`src/rtl/lrc_defines.vh`:
```
// Constants for the ladder reference control block
// Functional notes
// - Ladder is powered while the power-on bit, bit 7, is one.
// - Routing bit 6 puts the ladder level onto shared port pin two.
// - A set routing bit overrides the pin two direction bit.
// - Range bit 5: one is low range span/24, zero is high range span/32.
// - Supply bit 4: one uses external reference pins, zero uses supply rails.
// - Four-bit level code in bits 3..0 gives sixteen levels per range.
// - High range tap equals span/4 plus code times span/32.
// - Reset clears power, routing, range and level code bits.
// - Wake from sleep leaves every control bit unchanged.
// - Reference works from its own settings, whatever the comparator mode.
// - Level reaches both comparators' plus inputs only in comparator mode 110.
`ifndef LRC_DEFINES_VH
`define LRC_DEFINES_VH

// Register byte addresses
`define LRC_ADDR_CTRL 8'h00
`define LRC_ADDR_STAT 8'h04

// Control register layout and reset value
`define LRC_CTRL_RST 8'h00
`define LRC_BIT_POWER 7
`define LRC_BIT_ROUTE 6
`define LRC_BIT_RANGE 5
`define LRC_BIT_SUPPLY 4
`define LRC_CODE_MSB 3
`define LRC_CODE_LSB 0

// Status register layout
`define LRC_STAT_LEVEL_MSB 6
`define LRC_STAT_CMP_BIT 8
`define LRC_STAT_PIN_BIT 9

// Level expressed in 96ths of the span (common multiple of 4, 24 and 32)
`define LRC_LEVEL_DENOM 7'h60
`define LRC_HIGH_BASE 7'h18
`define LRC_HIGH_STEP 7'h03
`define LRC_LOW_STEP 7'h04

// Comparator mode that takes the ladder level
`define LRC_MODE_REF 3'h6

// Bus responses
`define LRC_RESP_OKAY 2'h0
`define LRC_RESP_SLVERR 2'h2

`endif

```
`src/rtl/lrc_sync2.v`:
```
// Two-flop synchroniser for pad inputs
`timescale 1ns/1ps
module lrc_sync2 #(
    parameter WIDTH = 1
) (
    input wire clk_i,
    input wire sys_rst_i,
    input wire [WIDTH-1:0] async_i,
    output wire [WIDTH-1:0] sync_o
);

    reg [WIDTH-1:0] meta_reg;
    reg [WIDTH-1:0] sync_reg;

    ////////////////////////////////////////////////////////////////
    // First stage feeds only the second stage
    always @(posedge clk_i) begin
        if (sys_rst_i) begin
            meta_reg <= {WIDTH{1'b0}};
            sync_reg <= {WIDTH{1'b0}};
        end else begin
            meta_reg <= async_i;
            sync_reg <= meta_reg;
        end
    end

    assign sync_o = sync_reg;

endmodule // lrc_sync2

```
`src/rtl/lrc_tap_decode.v`:
```
// Decoder from control byte to registered ladder selects
`timescale 1ns/1ps
`include "lrc_defines.vh"
module lrc_tap_decode (
    input wire clk_i,
    input wire sys_rst_i,
    input wire [7:0] ctrl_next_i,
    output reg power_on_o,
    output reg route_o,
    output reg range_o,
    output reg supply_o,
    output reg [3:0] code_o,
    output reg [6:0] level_o
);

    ////////////////////////////////////////////////////////////////
    // Tap level in 96ths of the span
    function [6:0] tap_level;
        input low_range;
        input [3:0] code;
        begin
            if (low_range) begin
                tap_level = `LRC_LOW_STEP * {3'h0, code};
            end else begin
                tap_level = `LRC_HIGH_BASE + `LRC_HIGH_STEP * {3'h0, code};
            end
        end
    endfunction

    ////////////////////////////////////////////////////////////////
    // Registered from the next control value, so selects move on the write edge
    always @(posedge clk_i) begin
        if (sys_rst_i) begin
            power_on_o <= 1'b0;
            route_o <= 1'b0;
            range_o <= 1'b0;
            supply_o <= 1'b0;
            code_o <= 4'h0;
            level_o <= `LRC_HIGH_BASE;
        end else begin
            power_on_o <= ctrl_next_i[`LRC_BIT_POWER];
            route_o <= ctrl_next_i[`LRC_BIT_ROUTE];
            range_o <= ctrl_next_i[`LRC_BIT_RANGE];
            supply_o <= ctrl_next_i[`LRC_BIT_SUPPLY];
            code_o <= ctrl_next_i[`LRC_CODE_MSB:`LRC_CODE_LSB];
            level_o <= tap_level(ctrl_next_i[`LRC_BIT_RANGE], ctrl_next_i[`LRC_CODE_MSB:`LRC_CODE_LSB]);
        end
    end

endmodule // lrc_tap_decode

```
`src/rtl/lrc_top.v`:
```
// Ladder reference control block with AXI4-Lite register slave
`timescale 1ns/1ps
`include "lrc_defines.vh"
module lrc_top #(
    parameter ADDR_W = 8
) (
    input wire clk_i,
    input wire sys_rst_i,
    // AXI4-Lite write address
    input wire s_axi_awvalid_i,
    output wire s_axi_awready_o,
    input wire [ADDR_W-1:0] s_axi_awaddr_i,
    input wire [2:0] s_axi_awprot_i,
    // AXI4-Lite write data
    input wire s_axi_wvalid_i,
    output wire s_axi_wready_o,
    input wire [31:0] s_axi_wdata_i,
    input wire [3:0] s_axi_wstrb_i,
    // AXI4-Lite write response
    output wire s_axi_bvalid_o,
    input wire s_axi_bready_i,
    output wire [1:0] s_axi_bresp_o,
    // AXI4-Lite read address
    input wire s_axi_arvalid_i,
    output wire s_axi_arready_o,
    input wire [ADDR_W-1:0] s_axi_araddr_i,
    input wire [2:0] s_axi_arprot_i,
    // AXI4-Lite read data
    output wire s_axi_rvalid_o,
    input wire s_axi_rready_i,
    output wire [31:0] s_axi_rdata_o,
    output wire [1:0] s_axi_rresp_o,
    // Neighbouring device logic, same clock
    input wire [2:0] comparator_mode_field_i,
    input wire port_a_direction_i,
    // Pad of shared port pin two
    input wire shared_port_pin_two_i,
    output wire shared_port_pin_two_oe_o,
    // Analog ladder controls
    output wire ladder_power_on_o,
    output wire level_to_pin_enable_o,
    output wire ladder_range_select_o,
    output wire ladder_supply_select_o,
    output wire [3:0] ladder_level_code_o,
    output wire [6:0] ladder_tap_level_o,
    output wire comparator_ref_connect_o
);

    ////////////////////////////////////////////////////////////////
    // Register map decode
    localparam SEL_NONE = 2'h0;
    localparam SEL_CTRL = 2'h1;
    localparam SEL_STAT = 2'h2;

    // Only the two aligned words decode, on address bits 7..0 alone; any other low byte is unmapped
    function [1:0] reg_select;
        input [ADDR_W-1:0] addr;
        begin
            if (addr[7:0] == `LRC_ADDR_CTRL) begin
                reg_select = SEL_CTRL;
            end else if (addr[7:0] == `LRC_ADDR_STAT) begin
                reg_select = SEL_STAT;
            end else begin
                reg_select = SEL_NONE;
            end
        end
    endfunction

    ////////////////////////////////////////////////////////////////
    // Declarations
    reg [7:0] ctrl_reg;
    reg [7:0] ctrl_next;

    // Write address and data holders
    reg aw_full_reg;
    reg aw_full_next;
    reg [ADDR_W-1:0] aw_addr_reg;
    reg w_full_reg;
    reg w_full_next;
    reg [31:0] w_data_reg;
    reg [3:0] w_strb_reg;

    // Bus readies and answer flops
    reg awready_reg;
    reg wready_reg;
    reg bvalid_reg;
    reg bvalid_next;
    reg [1:0] bresp_reg;
    reg arready_reg;
    reg rvalid_reg;
    reg rvalid_next;
    reg [31:0] rdata_reg;
    reg [1:0] rresp_reg;

    // Pin driver, comparator link and status word
    reg pin_oe_reg;
    reg cmp_ref_reg;
    reg [31:0] stat_word;

    // Handshake strobes and register selects
    wire hs_aw;
    wire hs_w;
    wire hs_ar;
    wire do_write;
    wire [1:0] wr_sel;
    wire [1:0] rd_sel;

    // Synchronised pad level and decoded ladder selects
    wire pin_level_sync;
    wire dec_power;
    wire dec_route;
    wire dec_range;
    wire dec_supply;
    wire [3:0] dec_code;
    wire [6:0] dec_level;

    ////////////////////////////////////////////////////////////////
    // Handshakes
    assign hs_aw = s_axi_awvalid_i & awready_reg;
    assign hs_w = s_axi_wvalid_i & wready_reg;
    assign hs_ar = s_axi_arvalid_i & arready_reg;
    // Write waits for both halves and a free response slot
    assign do_write = aw_full_reg & w_full_reg & ~bvalid_reg;
    assign wr_sel = reg_select(aw_addr_reg);
    // Reads decode the live address, writes the held one
    assign rd_sel = reg_select(s_axi_araddr_i);

    ////////////////////////////////////////////////////////////////
    // Next state of the write channel holders and response
    always @* begin
        aw_full_next = aw_full_reg | hs_aw;
        w_full_next = w_full_reg | hs_w;
        if (do_write) begin
            aw_full_next = 1'b0;
            w_full_next = 1'b0;
        end
        // Response stands until the master takes it
        bvalid_next = bvalid_reg;
        if (bvalid_reg & s_axi_bready_i) begin
            bvalid_next = 1'b0;
        end
        if (do_write) begin
            bvalid_next = 1'b1;
        end
        // Read answer stands until the master takes it
        rvalid_next = rvalid_reg;
        if (rvalid_reg & s_axi_rready_i) begin
            rvalid_next = 1'b0;
        end
        if (hs_ar) begin
            rvalid_next = 1'b1;
        end
    end

    ////////////////////////////////////////////////////////////////
    // Control register next value; only byte lane 0 carries the byte.
    // Sleep and wake have no path here, so the byte survives wake.
    always @* begin
        ctrl_next = ctrl_reg;
        if (do_write && wr_sel == SEL_CTRL && w_strb_reg[0]) begin
            ctrl_next = w_data_reg[7:0];
        end
    end

    ////////////////////////////////////////////////////////////////
    // Write channel registers
    always @(posedge clk_i) begin
        if (sys_rst_i) begin
            ctrl_reg <= `LRC_CTRL_RST;
            // Readies stay low in reset and rise at the first edge after it
            aw_full_reg <= 1'b0;
            w_full_reg <= 1'b0;
            aw_addr_reg <= {ADDR_W{1'b0}};
            w_data_reg <= 32'h00000000;
            w_strb_reg <= 4'h0;
            awready_reg <= 1'b0;
            wready_reg <= 1'b0;
            bvalid_reg <= 1'b0;
            bresp_reg <= `LRC_RESP_OKAY;
        end else begin
            // Only a landed write or a device reset moves the control byte
            ctrl_reg <= ctrl_next;
            aw_full_reg <= aw_full_next;
            w_full_reg <= w_full_next;
            // Ready only while the holder is empty, so a held item is never overwritten
            awready_reg <= ~aw_full_next;
            wready_reg <= ~w_full_next;
            if (hs_aw) begin
                aw_addr_reg <= s_axi_awaddr_i;
            end
            if (hs_w) begin
                w_data_reg <= s_axi_wdata_i;
                w_strb_reg <= s_axi_wstrb_i;
            end
            bvalid_reg <= bvalid_next;
            if (do_write) begin
                // Status is read-only: writes there are dropped but answered OKAY
                bresp_reg <= (wr_sel == SEL_NONE) ? `LRC_RESP_SLVERR : `LRC_RESP_OKAY;
            end
        end
    end

    ////////////////////////////////////////////////////////////////
    // Status word: tap level, comparator link and pin two pad level
    always @* begin
        stat_word = 32'h00000000;
        stat_word[`LRC_STAT_LEVEL_MSB:0] = dec_level;
        stat_word[`LRC_STAT_CMP_BIT] = cmp_ref_reg;
        // Pad level stays visible even while the ladder is routed to it
        stat_word[`LRC_STAT_PIN_BIT] = pin_level_sync;
    end

    ////////////////////////////////////////////////////////////////
    // Read channel; data taken at the address handshake
    always @(posedge clk_i) begin
        if (sys_rst_i) begin
            arready_reg <= 1'b0;
            rvalid_reg <= 1'b0;
            rdata_reg <= 32'h00000000;
            rresp_reg <= `LRC_RESP_OKAY;
        end else begin
            // Answer flag rises on the handshake edge itself
            rvalid_reg <= rvalid_next;
            // One read in flight at a time
            arready_reg <= ~rvalid_next;
            if (hs_ar) begin
                case (rd_sel)
                    SEL_CTRL: begin
                        rdata_reg <= {24'h000000, ctrl_reg};
                        rresp_reg <= `LRC_RESP_OKAY;
                    end
                    SEL_STAT: begin
                        rdata_reg <= stat_word;
                        rresp_reg <= `LRC_RESP_OKAY;
                    end
                    default: begin
                        rdata_reg <= 32'h00000000;
                        rresp_reg <= `LRC_RESP_SLVERR;
                    end
                endcase
            end
        end
    end

    ////////////////////////////////////////////////////////////////
    // Pin two direction and comparator link.
    // Power never looks at the comparator mode, so the ladder runs alone.
    always @(posedge clk_i) begin
        if (sys_rst_i) begin
            pin_oe_reg <= 1'b0;
            cmp_ref_reg <= 1'b0;
        end else begin
            // Routing forces the digital driver off whatever the direction bit
            pin_oe_reg <= ~ctrl_next[`LRC_BIT_ROUTE] & ~port_a_direction_i;
            // Ladder reaches the comparators only in the shared reference mode
            cmp_ref_reg <= ctrl_next[`LRC_BIT_POWER] & (comparator_mode_field_i == `LRC_MODE_REF);
        end
    end

    ////////////////////////////////////////////////////////////////
    // Pad input crosses in through two flops
    lrc_sync2 #(
        .WIDTH(1)
    ) u_pin_sync (
        .clk_i(clk_i),
        .sys_rst_i(sys_rst_i),
        .async_i(shared_port_pin_two_i),
        .sync_o(pin_level_sync)
    );

    ////////////////////////////////////////////////////////////////
    // Ladder select decode
    // Selects registered inside from the next control value
    lrc_tap_decode u_decode (
        .clk_i(clk_i),
        .sys_rst_i(sys_rst_i),
        .ctrl_next_i(ctrl_next),
        .power_on_o(dec_power),
        .route_o(dec_route),
        .range_o(dec_range),
        .supply_o(dec_supply),
        .code_o(dec_code),
        .level_o(dec_level)
    );

    ////////////////////////////////////////////////////////////////
    // Outputs, all from flops
    assign s_axi_awready_o = awready_reg;
    assign s_axi_wready_o = wready_reg;
    assign s_axi_bvalid_o = bvalid_reg;
    assign s_axi_bresp_o = bresp_reg;
    assign s_axi_arready_o = arready_reg;
    assign s_axi_rvalid_o = rvalid_reg;
    assign s_axi_rdata_o = rdata_reg;
    assign s_axi_rresp_o = rresp_reg;
    assign shared_port_pin_two_oe_o = pin_oe_reg;
    assign ladder_power_on_o = dec_power;
    assign level_to_pin_enable_o = dec_route;
    assign ladder_range_select_o = dec_range;
    assign ladder_supply_select_o = dec_supply;
    assign ladder_level_code_o = dec_code;
    assign ladder_tap_level_o = dec_level;
    assign comparator_ref_connect_o = cmp_ref_reg;

endmodule // lrc_top

```
`config.mk`:
```
export PLATFORM = sky130hd
export DESIGN_NAME = lrc_top
export DESIGN_NICKNAME = d
export VERILOG_FILES = /design/src/rtl/lrc_sync2.v /design/src/rtl/lrc_tap_decode.v /design/src/rtl/lrc_top.v
export VERILOG_INCLUDE_DIRS = /design/src /design/src/rtl
export SDC_FILE = /design/constraint.sdc
export NUM_CORES = 1
export LEC_CHECK = 0
export BUFFER_PORTS_ARGS = -buffer_cell sky130_fd_sc_hd__buf_2
export CORE_MARGIN = 4
export CORE_UTILIZATION = 47
export DETAILED_ROUTE_END_ITERATION = 12
export PLACE_DENSITY = 0.8
export SLEW_MARGIN = 40
export SYNTH_ARGS = -nofsm -noshare
export SYNTH_HDL_FRONTEND = slang
export SYNTH_HIERARCHICAL = 1
export SYNTH_SLANG_ARGS = --single-unit
```
`constraint.sdc`:
```
create_clock -name clk_i -period 4.91 [get_ports clk_i]
set_input_delay 0.2455 -clock clk_i [delete_from_list [all_inputs] [get_ports clk_i]]
set_output_delay 0.2455 -clock clk_i [all_outputs]
set_load 0.1 [all_outputs]
```
* Word-level counts from Yosys, hierarchy flattened
Index checks and enable logic that the tools add are counted.
Storage, ports and cells: flip-flop bits (word level) 87, input bits 70, output and inout bits 58
Operators by class: add/subtract/negate cells 1, multiply operators 1, equality and inequality tests 6, muxes and demuxes 15, bitwise operators 17, reduce and logical (&&, ||, !) cells 8
Operator list (count):
- case mux 10 bit (2 select lines) | 1
- == test 8 x 3 -> 1 bit (second input constant) | 2
- zero test 8 bit | 2
- two-way mux 2 bit | 6
- AND 1 bit | 9
- two-way mux 8 bit | 1
- adder 5 x 6 -> 7 bit (first input constant) | 1
- multiplier 2 x 4 -> 6 bit (first input constant) | 1
- two-way mux 1 bit | 6
- two-way mux 6 bit | 1
- inverter 1 bit | 6
- == test 2 x 1 -> 1 bit (second input constant) | 2
- OR reduction 2 bit | 2
- == test 3 bit (second input constant) | 1
- == test 2 bit (second input constant) | 1
- logical AND 1 bit | 2
- zero test 2 bit | 1
- OR 1 bit | 2
- nonzero test 2 bit | 1

* Depth between registers and ports, before layout
Gate-level depths: netlist of the first run.
word-level depth 10, gate-level depth with buffers 11, mapped depth without buffers 10

* Modules after synthesis
The synthesis of the first run kept the hierarchy.
By module, submodules not included:
- lrc_top | instances 1, cells each 245, area each 2142.1 sq um, sequential area each 920.9 sq um
- lrc_tap_decode | instances 1, cells each 53, area each 589.3 sq um, sequential area each 300.3 sq um
- lrc_sync2 | instances 1, cells each 4, area each 52.6 sq um, sequential area each 40.0 sq um

* Worst setup path before layout of the first run
OpenSTA, ideal clock, no wires.
kind flip-flop to flip-flop, start reg bvalid_reg (netlist: s_axi_bvalid_o), end reg u_decode.level_o[5], arrival time 3.473 ns, slack 1.314 ns, cell stages (with the launch flop) 10, buffers on the path 0, cell sequence dfxtp_1 nand3b_1 nor4_4 mux2_2 ha_1 inv_1 fa_1 or3b_1 a21oi_2 mux2_1
On the way: longest elaborated chain between the ends 8
Ends and longest elaborated chain:
- from (decl) | RTL line lrc_top.v:86 | reg bvalid_reg;
- from (signal assigned) | RTL line lrc_top.v:195 | bvalid_reg <= bvalid_next;
- inverter 1 bit | RTL line lrc_top.v:123 | assign do_write = aw_full_reg & w_full_reg & ~bvalid_reg;
- AND 1 bit | RTL line lrc_top.v:123
- logical AND 1 bit (2 in a row) | RTL line lrc_top.v:160 | if (do_write && wr_sel == SEL_CTRL && w_strb_reg[0]) begin
- two-way mux 8 bit | RTL line lrc_top.v:160
- via ctrl_next[2] | RTL line lrc_top.v:72 | reg [7:0] ctrl_next;
- multiplier 2 x 4 -> 6 bit (no line)
- adder 5 x 6 -> 7 bit (no line)
- two-way mux 6 bit | RTL line lrc_tap_decode.v:22 | if (low_range) begin
- to (signal assigned) | RTL line lrc_tap_decode.v:39 | level_o <= `LRC_HIGH_BASE;
- to (signal assigned) | RTL line lrc_tap_decode.v:46 | level_o <= tap_level(ctrl_next_i[`LRC_BIT_RANGE], ctrl_next_i[`LRC_CODE_MSB:`LRC_CODE_LSB]);
- to (decl) | RTL line lrc_tap_decode.v:13 | output reg [6:0] level_o
The timed path passes the listed nets, and every way through them passes these cells. A chain may end at the register's enable or synchronous reset.

* Worst setup path in the final report of the first run
start reg aw_addr_reg[1], end reg u_decode.level_o[5]
On the way: longest elaborated chain between the ends 10, elaborated cells on any way between the ends 11, those cells by class add/sub (1); mul (1); eq/ne (2); mux (4); reduce/logical (3)
Ends and longest elaborated chain:
- from (decl) | RTL line lrc_top.v:77 | reg [ADDR_W-1:0] aw_addr_reg;
- from (signal assigned) | RTL line lrc_top.v:173 | aw_addr_reg <= {ADDR_W{1'b0}};
- from (signal assigned) | RTL line lrc_top.v:189 | aw_addr_reg <= s_axi_awaddr_i;
- == test 8 x 3 -> 1 bit (no line)
- two-way mux 2 bit | RTL line lrc_top.v:61 | end else if (addr[7:0] == `LRC_ADDR_STAT) begin
- two-way mux 2 bit * | RTL line lrc_top.v:59 | if (addr[7:0] == `LRC_ADDR_CTRL) begin
- == test 2 x 1 -> 1 bit * | RTL line lrc_top.v:160
- logical AND 1 bit * (2 in a row) | RTL line lrc_top.v:160
- two-way mux 8 bit * | RTL line lrc_top.v:160
- via ctrl_next[1] | RTL line lrc_top.v:72
- multiplier 2 x 4 -> 6 bit (no line) *
- adder 5 x 6 -> 7 bit (no line) *
- two-way mux 6 bit * | RTL line lrc_tap_decode.v:22
The timed path passes the listed nets; every way through them passes the cells marked *.

==> results.md, run 1 <==
- Hold wc startpoint: shared_port_pin_two_i
- Vias: around 2100
- Layout cells sized above 1: about 29%
- Run status: finished clean
- Setup CP Type: register to register
- Num rows: 27
- Initial core utilization: approximately half
- CTS tree: built
- Placed cell area: about 3100 µm²
- Synth area leader: dfxtp_1
- First-pass GRT wire length: 8873 µm
- Syn Std Cell Area: 2784 µm²
- Final GP Congestion: approximately 0.8
- Final Instance Count excl. Fillers: between 400 and 500
- FFs w/ async S/R, synth: 0%
- Hold WS: approximately 0.14 ns
- Via/cell ratio: 4.771
- Setup tns final: 0 ns
- Critical Path AT: about 4.0 ns
- Die area: approximately 7200 µm²
- Remaining global-route overflow: 0
- Average wire per standard cell: 12.28 µm
- Top cells by count, synth: dfxtp_1 (63), nand2_1 (49), a21oi_1 (28), buf_4 (24), nand2b_1 (20)
- Clk_skew: between 0.008 and 0.009 ns
- CTS resizes: 0
- Hpwl dp: 3995 µm
- Worst Setup Start Kind: register
- Initial DRC count: 96
- #FFs+latches synth: 63
- Initial antenna violation count: 0
- Yosys warning count: 6
- EDFF count, synth: 0
- ANT cells: 0
- CTS Root Cell: clkbuf_8
- Leakage: 1.446 nW
- Min-Delay Path Depth: 2
- Hold_buf cts: 0
- Core Area: around 5600 µm²
- Clock Latency Late Sink: 0.33 ns
- HP Class: input pin to register
- Total number of H-tree levels: 3
- Ports: around 130
- Pwr/cell area: roughly 350 nW/µm²
- Max-cap violation count: 0
- Setup repair bufs after CTS: 0
- Main synth FF type: dfxtp_1
- Tmin final: between 3 and 4 ns
- Reg2Reg Depth: 9
- Die H: 84.96 µm
- Final-report hold violation count: 0
- Residual DRC: 0
- Die Width: roughly 85 µm
- Slew Limit Fails: 0
- CTS Buffer Depth: 2
- RSZ-0062 raised after global routing: false
- Vias in the first global route: 1940
- Max_slew headroom: between 50% and 60%
- First-pass detailed-route iteration total: 4
- Critical path peak fanout: 10
- Worst reg2reg path startpoint: aw_addr_reg[1]$_SDFFE_PP0P_
- Reg2Reg Setup Slack: between 1 and 1.5 ns
- Total GRT Usage: ~15%
- Worst-margin pin slew: about 0.73 ns
- Drt total wl: around 5500 µm
- Mapped Cells: about 300
- Nets: around 450
- Hold Path Sink: u_pin_sync/meta_reg$_SDFF_PP0_
- Final Cycle Share: 76.21%
- Final core utilization: about three fifths
- Reg-to-reg critical path endpoint: u_decode/level_o[5]$_SDFF_PP0_
- Register area share after synthesis: a little under half
- Worst setup EP type: register
- Fmax: roughly 270 MHz
- Reg clk slew, reported paths: roughly 0.070 ns
- VDD IR max: ~0.26 mV
- Most common cell in the netlist: dfxtp_1
- Required time of the critical path: 5.12 ns
- TritonCTS buffer count: 9
- Area share of the largest cell type after synthesis: a little under half
- Largest register FFs: 10
- Placed cells: 430
- Mapped Avg Cell Area: 9.218 µm²
- Fin area: 3292 µm²
- Synth cell types: 36
- Synth area leaders: dfxtp_1 (45%), nand2_1 (6.6%), buf_4 (6.5%)
- Clock Sinks: 63
- Area Overhead vs Synth: 18.25%
- Antenna Nets Post-Route: 0
- Largest net degree at the start of global routing: 71
- Port bufs: 70
- Final setup viols: 0
report_power, final:
group / internal, mW / total, mW / switching [mW]
Sequential: 0.524 / 0.532 / 0.00834
Clock: 0.261 / 0.455 / 0.194
Combinational: 0.0309 / 0.178 / 0.147
Total: 0.816 / 1.17 / 0.349
placed cells by master, fill, tap and decap left out, drive strengths merged, types with 5 or more instances in the layout:
master / netlist / layout
conb: 1 / 24
and2: 5 / 5
ha: 5 / 5
inv: 5 / 5
nor2b: 13 / 13
buf: 27 / 72
mux2: 17 / 17
nor3: 6 / 6
dfxtp: 63 / 63
nand2b: 20 / 20
nand2: 49 / 49
a21oi: 29 / 29
mux2i: 12 / 12
nand4: 10 / 10
nor2: 12 / 12
clkbuf: 12 / 11
kinds of logic after synthesis:
kind of cell | count (synthesis) | share of synthesized area [%]
AND/OR/NAND/NOR | 124 | 23.10
AO/OA/AOI/OAI | 33 | 6.517
flip-flops | 63 | 45.30
buffers and inverters | 44 | 9.617
adder cells (fa/ha/maj) | 7 | 3.685
XOR/XNOR | 1 | 0.3147
multiplexers | 29 | 11.33
other | 1 | 0.1347
how the worst max path moves through the flow:
stage,slack (ns),endpoint,depth (start not counted),startpoint
global placement,1.22,u_decode/level_o[5]$_SDFF_PP0_,9,aw_addr_reg[1]$_SDFFE_PP0P_
detailed placement,1.14,u_decode/level_o[5]$_SDFF_PP0_,9,aw_addr_reg[1]$_SDFFE_PP0P_
CTS,1.13,u_decode/level_o[5]$_SDFF_PP0_,9,aw_addr_reg[1]$_SDFFE_PP0P_
finish,1.17,u_decode/level_o[5]$_SDFF_PP0_,9,aw_addr_reg[1]$_SDFFE_PP0P_
global route,1.03,u_decode/level_o[5]$_SDFF_PP0_,9,aw_addr_reg[1]$_SDFFE_PP0P_
floorplan,1.31,u_decode/level_o[5]$_SDFF_PP0_,9,s_axi_bvalid_o$_SDFFE_PP0P_
cell type report:
type | instances | area [µm²]
Fill cell | 497 | 2350
Clock buffer | 11 | 151.4
Sequential cell | 63 | 1261
Multi-Input combinational cell | 218 | 1346
Clock inverter | 5 | 56.30
Tap cell | 72 | 90.09
Timing Repair Buffer | 72 | 367.9
Inverter | 5 | 18.77
through the flow:
step                power (mW)  worst slack, ns
floorplan               0.7086            1.314
global placement        0.7188            1.221
detailed placement      0.7213            1.136
CTS                      1.177            1.134
global route             1.210            1.031
finish                   1.165            1.168
critical path: stages, from the launching register on:
cell and delay, ns:
dfxtp_1 0.31, or4_4 0.56, nor4_4 0.70, mux2_2 0.46, ha_1 0.20, inv_1 0.11
fa_1 0.42, or3b_1 0.38, a21oi_2 0.15, mux2_1 0.34
layer usage:
metal / up-vias / GRT usage [%] / wire length [µm]
met5: - / 0 / 0
met4: 0 / 4.748 / 61
met3: 6 / 6.214 / 485
met2: 84 / 23.59 / 2358
met1: 944 / 19.51 / 2570
li1: 1094 / - / -
(Power assumes the default switching activity.)
==> run 2: changes to the inputs <==
Clock period 4.91 ns to 3.66 ns, I/O delays scaled along.
==> run 2 against run 1 <==
  * Fmax up 10%
  * Final cell count unchanged
  * Clock power up 20%
  * Utilization down 0.31 points
  * Final area down 0.53%
  * Sequential share of layout area up 0.20 points
  * Register-to-register slack worse by 0.91 ns
  * Power up 29%
  * Critical path type unchanged
  * Largest cell class unchanged
  * Highest routed layer unchanged
==> results.md, run 2 (synthesized netlist as in run 1, its figures left out) <==
- Delay-heaviest family, CP: simple AND/OR/NAND/NOR gates
- Final setup viols: 0
- Power Internal: just over 1 mW
- CTS Buffer Depth: 2
- Port bufs: 70
- Critical-path cell list: or4_4 > nor4_4 > buf_4 > mux2_2 > fa_1 > or3b_1 > a21oi_2 > mux2_1
- Critical path peak fanout: 13
- Fmax: between 200 and 300 MHz
- Initial antenna violation count: 0
- Reg-to-reg critical path endpoint: u_decode/level_o[5]$_SDFF_PP0_
- Pwr/cell area: between 400 and 500 nW/µm²
- Vias: ~2200
- Worst Setup Start Kind: register
- Worst setup EP type: register
- Die Width: ~85 µm
- Pre-CTS setup slack: between 0.2 and 0.25 ns
- Required time of the critical path: between 3 and 4 ns
- Nets: approximately 450
- Remaining global-route overflow: 0
- Drt total wl: around 5600 µm
- Critical path buffer and inverter count: 1
- # fillers: between 500 and 600
- TritonCTS buffer count: 9
- CTS Root Cell: clkbuf_8
- Placed cells: 431
- HP Class: input pin to register
- Antenna Nets Post-Route: 0
- Setup WS post-layout: around 0.26 ns
- Final Instance Count excl. Fillers: approximately 450
- Max_slew headroom: ~53%
- Worst reg2reg path startpoint: aw_addr_reg[1]$_SDFFE_PP0P_
- Clock power share: around 36%
- Hpwl dp: slightly above 4000 µm
- Setup tns final: 0 ns
- Hold_buf cts: 0
- Run status: finished clean
- Hold WS: 0.07704 ns
- Die H: around 85 µm
- Largest register FFs: 10
- Clock Latency Late Sink: about 0.34 ns
- Initial DRC count: a little under 90
- Critical Path AT: around 3.6 ns
- Ports: between 100 and 150
- CP max stage delay: roughly 0.56 ns
- Layout cells sized above 1: between 20% and 30%
- Largest net degree at the start of global routing: 71
- Worst-margin pin slew: between 0.7 and 0.8 ns
- ANT cells: 0
- Via/cell ratio: 4.897
- Tmin final: approximately 3.4 ns
- Reg2Reg Setup Slack: ~0.26 ns
- RSZ-0062 raised after global routing: false
- Final-report hold violation count: 0
- Final Cycle Share: a little over 90%
- CTS resizes: 0
- Area Overhead vs Synth: 17.62%
- Psw: 0.4586 mW
- Max-cap violation count: 0
- Switching Share: 30.61%
- Residual DRC: 0
- Final GP Congestion: between 0.7 and 0.8
- Die area: a little over 7000 µm²
- First-pass detailed-route iteration total: 4
- Hold wc startpoint: s_axi_awaddr_i[0]
- Combinational share of power: 15.9%
- Initial core utilization: roughly half
- Commonest non-fill, non-tap cell in the layout: buf_2
- Clock Sinks: 63
- Setup CP Type: register to register
- Core Area: around 5600 µm²
- Reg clk slew, reported paths: 0.07 ns
- Min-Delay Path Depth: 3
- Slew Limit Fails: 0
- Setup repair bufs after CTS: 0
- Hold Path Sink: aw_addr_reg[0]$_SDFFE_PP0P_
- Worst path slowest cell: or4_4
- Crit path depth: 8
- Total number of H-tree levels: 3
- Clk_skew: slightly above 0.008 ns
- Final core utilization: 58.04%
- Num rows: 27
- Most frequent cells in the layout: buf_2 (69), dfxtp_1 (63), nand2_1 (49)
- Seq pwr share: a little under half
- Leakage: between 1 and 1.5 nW
- VDD IR max: 0.2731 mV
- Reg2Reg Depth: 8
- Total GRT Usage: roughly 15%
- CTS tree: built
- Average wire per standard cell: between 10 and 15 µm
- Vias in the first global route: a little under 2000
- First-pass GRT wire length: 8832 µm
run 2: worst max path at each step:
stage,from,to,slack [ns]
after floorplan,s_axi_bvalid_o$_SDFFE_PP0P_,u_decode/level_o[5]$_SDFF_PP0_,0.06
after global placement,aw_addr_reg[1]$_SDFFE_PP0P_,u_decode/level_o[5]$_SDFF_PP0_,0.29
after detailed placement,aw_addr_reg[1]$_SDFFE_PP0P_,u_decode/level_o[5]$_SDFF_PP0_,0.25
after CTS,aw_addr_reg[1]$_SDFFE_PP0P_,u_decode/level_o[5]$_SDFF_PP0_,0.24
after global routing,aw_addr_reg[1]$_SDFFE_PP0P_,u_decode/level_o[5]$_SDFF_PP0_,0.10
final,aw_addr_reg[1]$_SDFFE_PP0P_,u_decode/level_o[5]$_SDFF_PP0_,0.26
run 2: per-layer routing:
layer | share of wire [%] | wire length, µm | global-route usage, %
met2 | 45 | 2552 | 23.02
met1 | 45 | 2532 | 20.00
met5 | 0 | 0 | 0
met4 | 1.3 | 75 | 6.906
met3 | 8.2 | 459 | 5.631
run 2: area by class of cell:
type                            count  area, µm²  area share (%)
Multi-Input combinational cell    218       1346           41.12
Sequential cell                    63       1261           38.52
Timing Repair Buffer               73      375.4           11.46
Clock buffer                       12      165.2           5.044
Tap cell                           72      90.09           2.751
Inverter                            5      18.77          0.5732
Clock inverter                      3      17.52          0.5350
run 2: worst reg2reg max path, delay by kind of cell (launching register included):
family	cells	cell delay, ns
mux	2	0.74
simple gates	3	1.32
compound gates	1	0.15
buf+inv	1	0.30
fa+ha+maj	1	0.46
flops	1	0.31
run 2: per-stage QoR:
step                total power [mW]  area [µm²]
finish                         1.498        3274
global route                   1.559        3274
CTS                            1.513        3274
detailed placement            0.9679        3092
global placement              0.9646        3084
floorplan                     0.9506        2870
run 2: power by group through the flow:
stage / Combinational (mW) / Clock, mW / Sequential (mW)
2_1_floorplan: 0.183 / 0 / 0.768
3_3_place_gp: 0.236 / 0 / 0.729
3_5_place_dp: 0.238 / 0 / 0.730
4_1_cts: 0.239 / 0.560 / 0.715
5_1_grt: 0.251 / 0.592 / 0.717
6_report: 0.238 / 0.545 / 0.715
==> run 3: changes to the inputs <==
Settings changed: PLACE_DENSITY 0.8 to default, PLACE_DENSITY_LB_ADDON from default to 0.2.
==> run 3 against run 2 <==
  * Non-clock buffer count is the same
  * Power increased by 3.3%
  * Utilization grew 0.27 points
  * Critical path depth rose by 1
  * Final area is 0.46% higher
  * Critical endpoint unchanged
  * Highest routed layer unchanged
==> results.md, run 3 (synthesized netlist as in run 1, its figures left out) <==
- Remaining global-route overflow: 0
- Leakage: between 1 and 1.5 nW
- Num rows: 27
- Total GRT Usage: 15.80%
- Reg clk slew, reported paths: 0.07 ns
- Die area: ~7200 µm²
- Initial core utilization: about half
- Setup CP Type: register to register
- Average wire per standard cell: between 10 and 15 µm
- Total number of H-tree levels: 3
- Required time of the critical path: 3.87 ns
- Clock power share: approximately two fifths
- Final GP Congestion: 0.7797
- Die Width: ~85 µm
- Final Total Pwr: between 1.5 and 2 mW
- Switching Share: 29.49%
- Drt total wl: 5542 µm
- Hold_buf cts: 0
- Critical-path cell list: or4_4 > nor4_4 > mux2_2 > ha_1 > inv_1 > fa_1 > or3b_1 > a21oi_2 > mux2_1
- Critical Path AT: about 3.6 ns
- Hpwl dp: 4014 µm
- Placed cell area: 3092 µm²
- CTS Root Cell: clkbuf_8
- Slew Limit Fails: 0
- Max-cap violation count: 0
- CTS Buffer Depth: 2
- First-pass detailed-route iteration total: 4
- Final-report hold violation count: 0
- Die H: between 80 and 90 µm
- VDD IR max: just under 0.3 mV
- Via/cell ratio: between 4 and 5
- Clock Sinks: between 60 and 70
- Setup repair bufs after CTS: 0
- Fmax: between 200 and 300 MHz
- Nets: 447
- Port bufs: 70
- Worst path slowest cell: or4_4
- Worst-margin pin slew: 0.7009 ns
- TritonCTS buffer count: 9
- Largest register FFs: 10
- CTS tree: built
- ANT cells: 0
- Fin area: 3289 µm²
- Initial antenna violation count: 0
- Hold WS: between 0.05 and 0.06 ns
- Max_slew headroom: 53.02%
- CP max stage delay: about 0.56 ns
- Seq pwr share: about 46%
- Residual DRC: 0
- Area Overhead vs Synth: 18.16%
- Antenna Nets Post-Route: 0
- Commonest non-fill, non-tap cell in the layout: buf_2
- Worst setup EP type: register
- Largest net degree at the start of global routing: 71
- Clock Latency Late Sink: 0.33 ns
- CTS resizes: 0
- Initial DRC count: 116
- Combinational share of power: between 10% and 20%
- Psw: ~0.46 mW
- Ports: ~130
- Worst Setup Start Kind: register
- Final setup viols: 0
- RSZ-0062 raised after global routing: false
- Final Cycle Share: a little over nine tenths
- First-pass GRT wire length: about 9300 µm
- Core Area: roughly 5600 µm²
- Power Internal: ~1.1 mW
- Setup tns final: 0 ns
- HP Class: input pin to register
- Pwr/cell area: approximately 470 nW/µm²
- Vias in the first global route: between 2000 and 2500
- Vias: roughly 2100
- Clk_skew: roughly 0.0090 ns
- Run status: finished clean
- Tmin final: ~3.4 ns
- Critical path peak fanout: 4
- Final core utilization: between 50% and 60%
- Layout cells sized above 1: 28.61%
- Most frequent cells in the layout: buf_2 (69), dfxtp_1 (63), nand2_1 (49)
-- run 3: changes by cell type in the layout (fill, tap and decap cells not counted) --
cell	delta
bufinv_16	+1
clkbuf_1	+1
clkbuf_8	-1
clkinv_2	-1
-- run 3: worst paths after layout --
check	end	startpoint	slack, ns	cells after the start
max	u_decode/level_o[5]$_SDFF_PP0_	aw_addr_reg[1]$_SDFFE_PP0P_	0.23	9
min	u_pin_sync/meta_reg$_SDFF_PP0_	shared_port_pin_two_i	0.06	2
max reg2reg	u_decode/level_o[5]$_SDFF_PP0_	aw_addr_reg[1]$_SDFFE_PP0P_	0.23	9
min reg2reg	s_axi_rdata_o[2]$_SDFFE_PP0P_	s_axi_rdata_o[2]$_SDFFE_PP0P_	0.45	2
-- run 3: layout make-up --
cell class | count | area, µm²
Clock buffer | 12 | 155.1
Multi-Input combinational cell | 218 | 1346
Inverter | 5 | 18.77
Clock inverter | 3 | 42.54
Fill cell | 506 | 2352
Timing Repair Buffer | 73 | 375.4
Sequential cell | 63 | 1261
Tap cell | 72 | 90.09
-- run 3: metrics by stage --
step | cells | worst slack, ns
floorplan | 325 | 0.06366
global placement | 431 | 0.2532
detailed placement | 431 | 0.2241
CTS | 446 | 0.2103
global route | 446 | 0.1183
finish | 446 | 0.2333
-- run 3: layer usage --
layer  wire length, µm  GRT usage, %  vias up
li1                  -             -     1092
met1              2601         21.53      953
met2              2466         23.66       65
met3               424         3.592        5
met4                50         7.338        0
met5                 0             0        -
-- run 3: power groups by stage --
stage / combinational (mW) / sequential [mW] / clock, mW
after global routing: 0.253 / 0.716 / 0.655
after detailed placement: 0.239 / 0.729 / 0
after global placement: 0.237 / 0.729 / 0
final: 0.239 / 0.714 / 0.596
after CTS: 0.239 / 0.714 / 0.613
after floorplan: 0.183 / 0.768 / 0
-- run 3: critical path: cells and delay by family, from the launching register on --
family,cells,cell delay (ns)
AO/OA/AOI/OAI,1,0.15
adder cells (fa/ha/maj),2,0.63
buffers and inverters,1,0.11
flip-flops,1,0.32
multiplexers,2,0.77
AND/OR/NAND/NOR,3,1.34
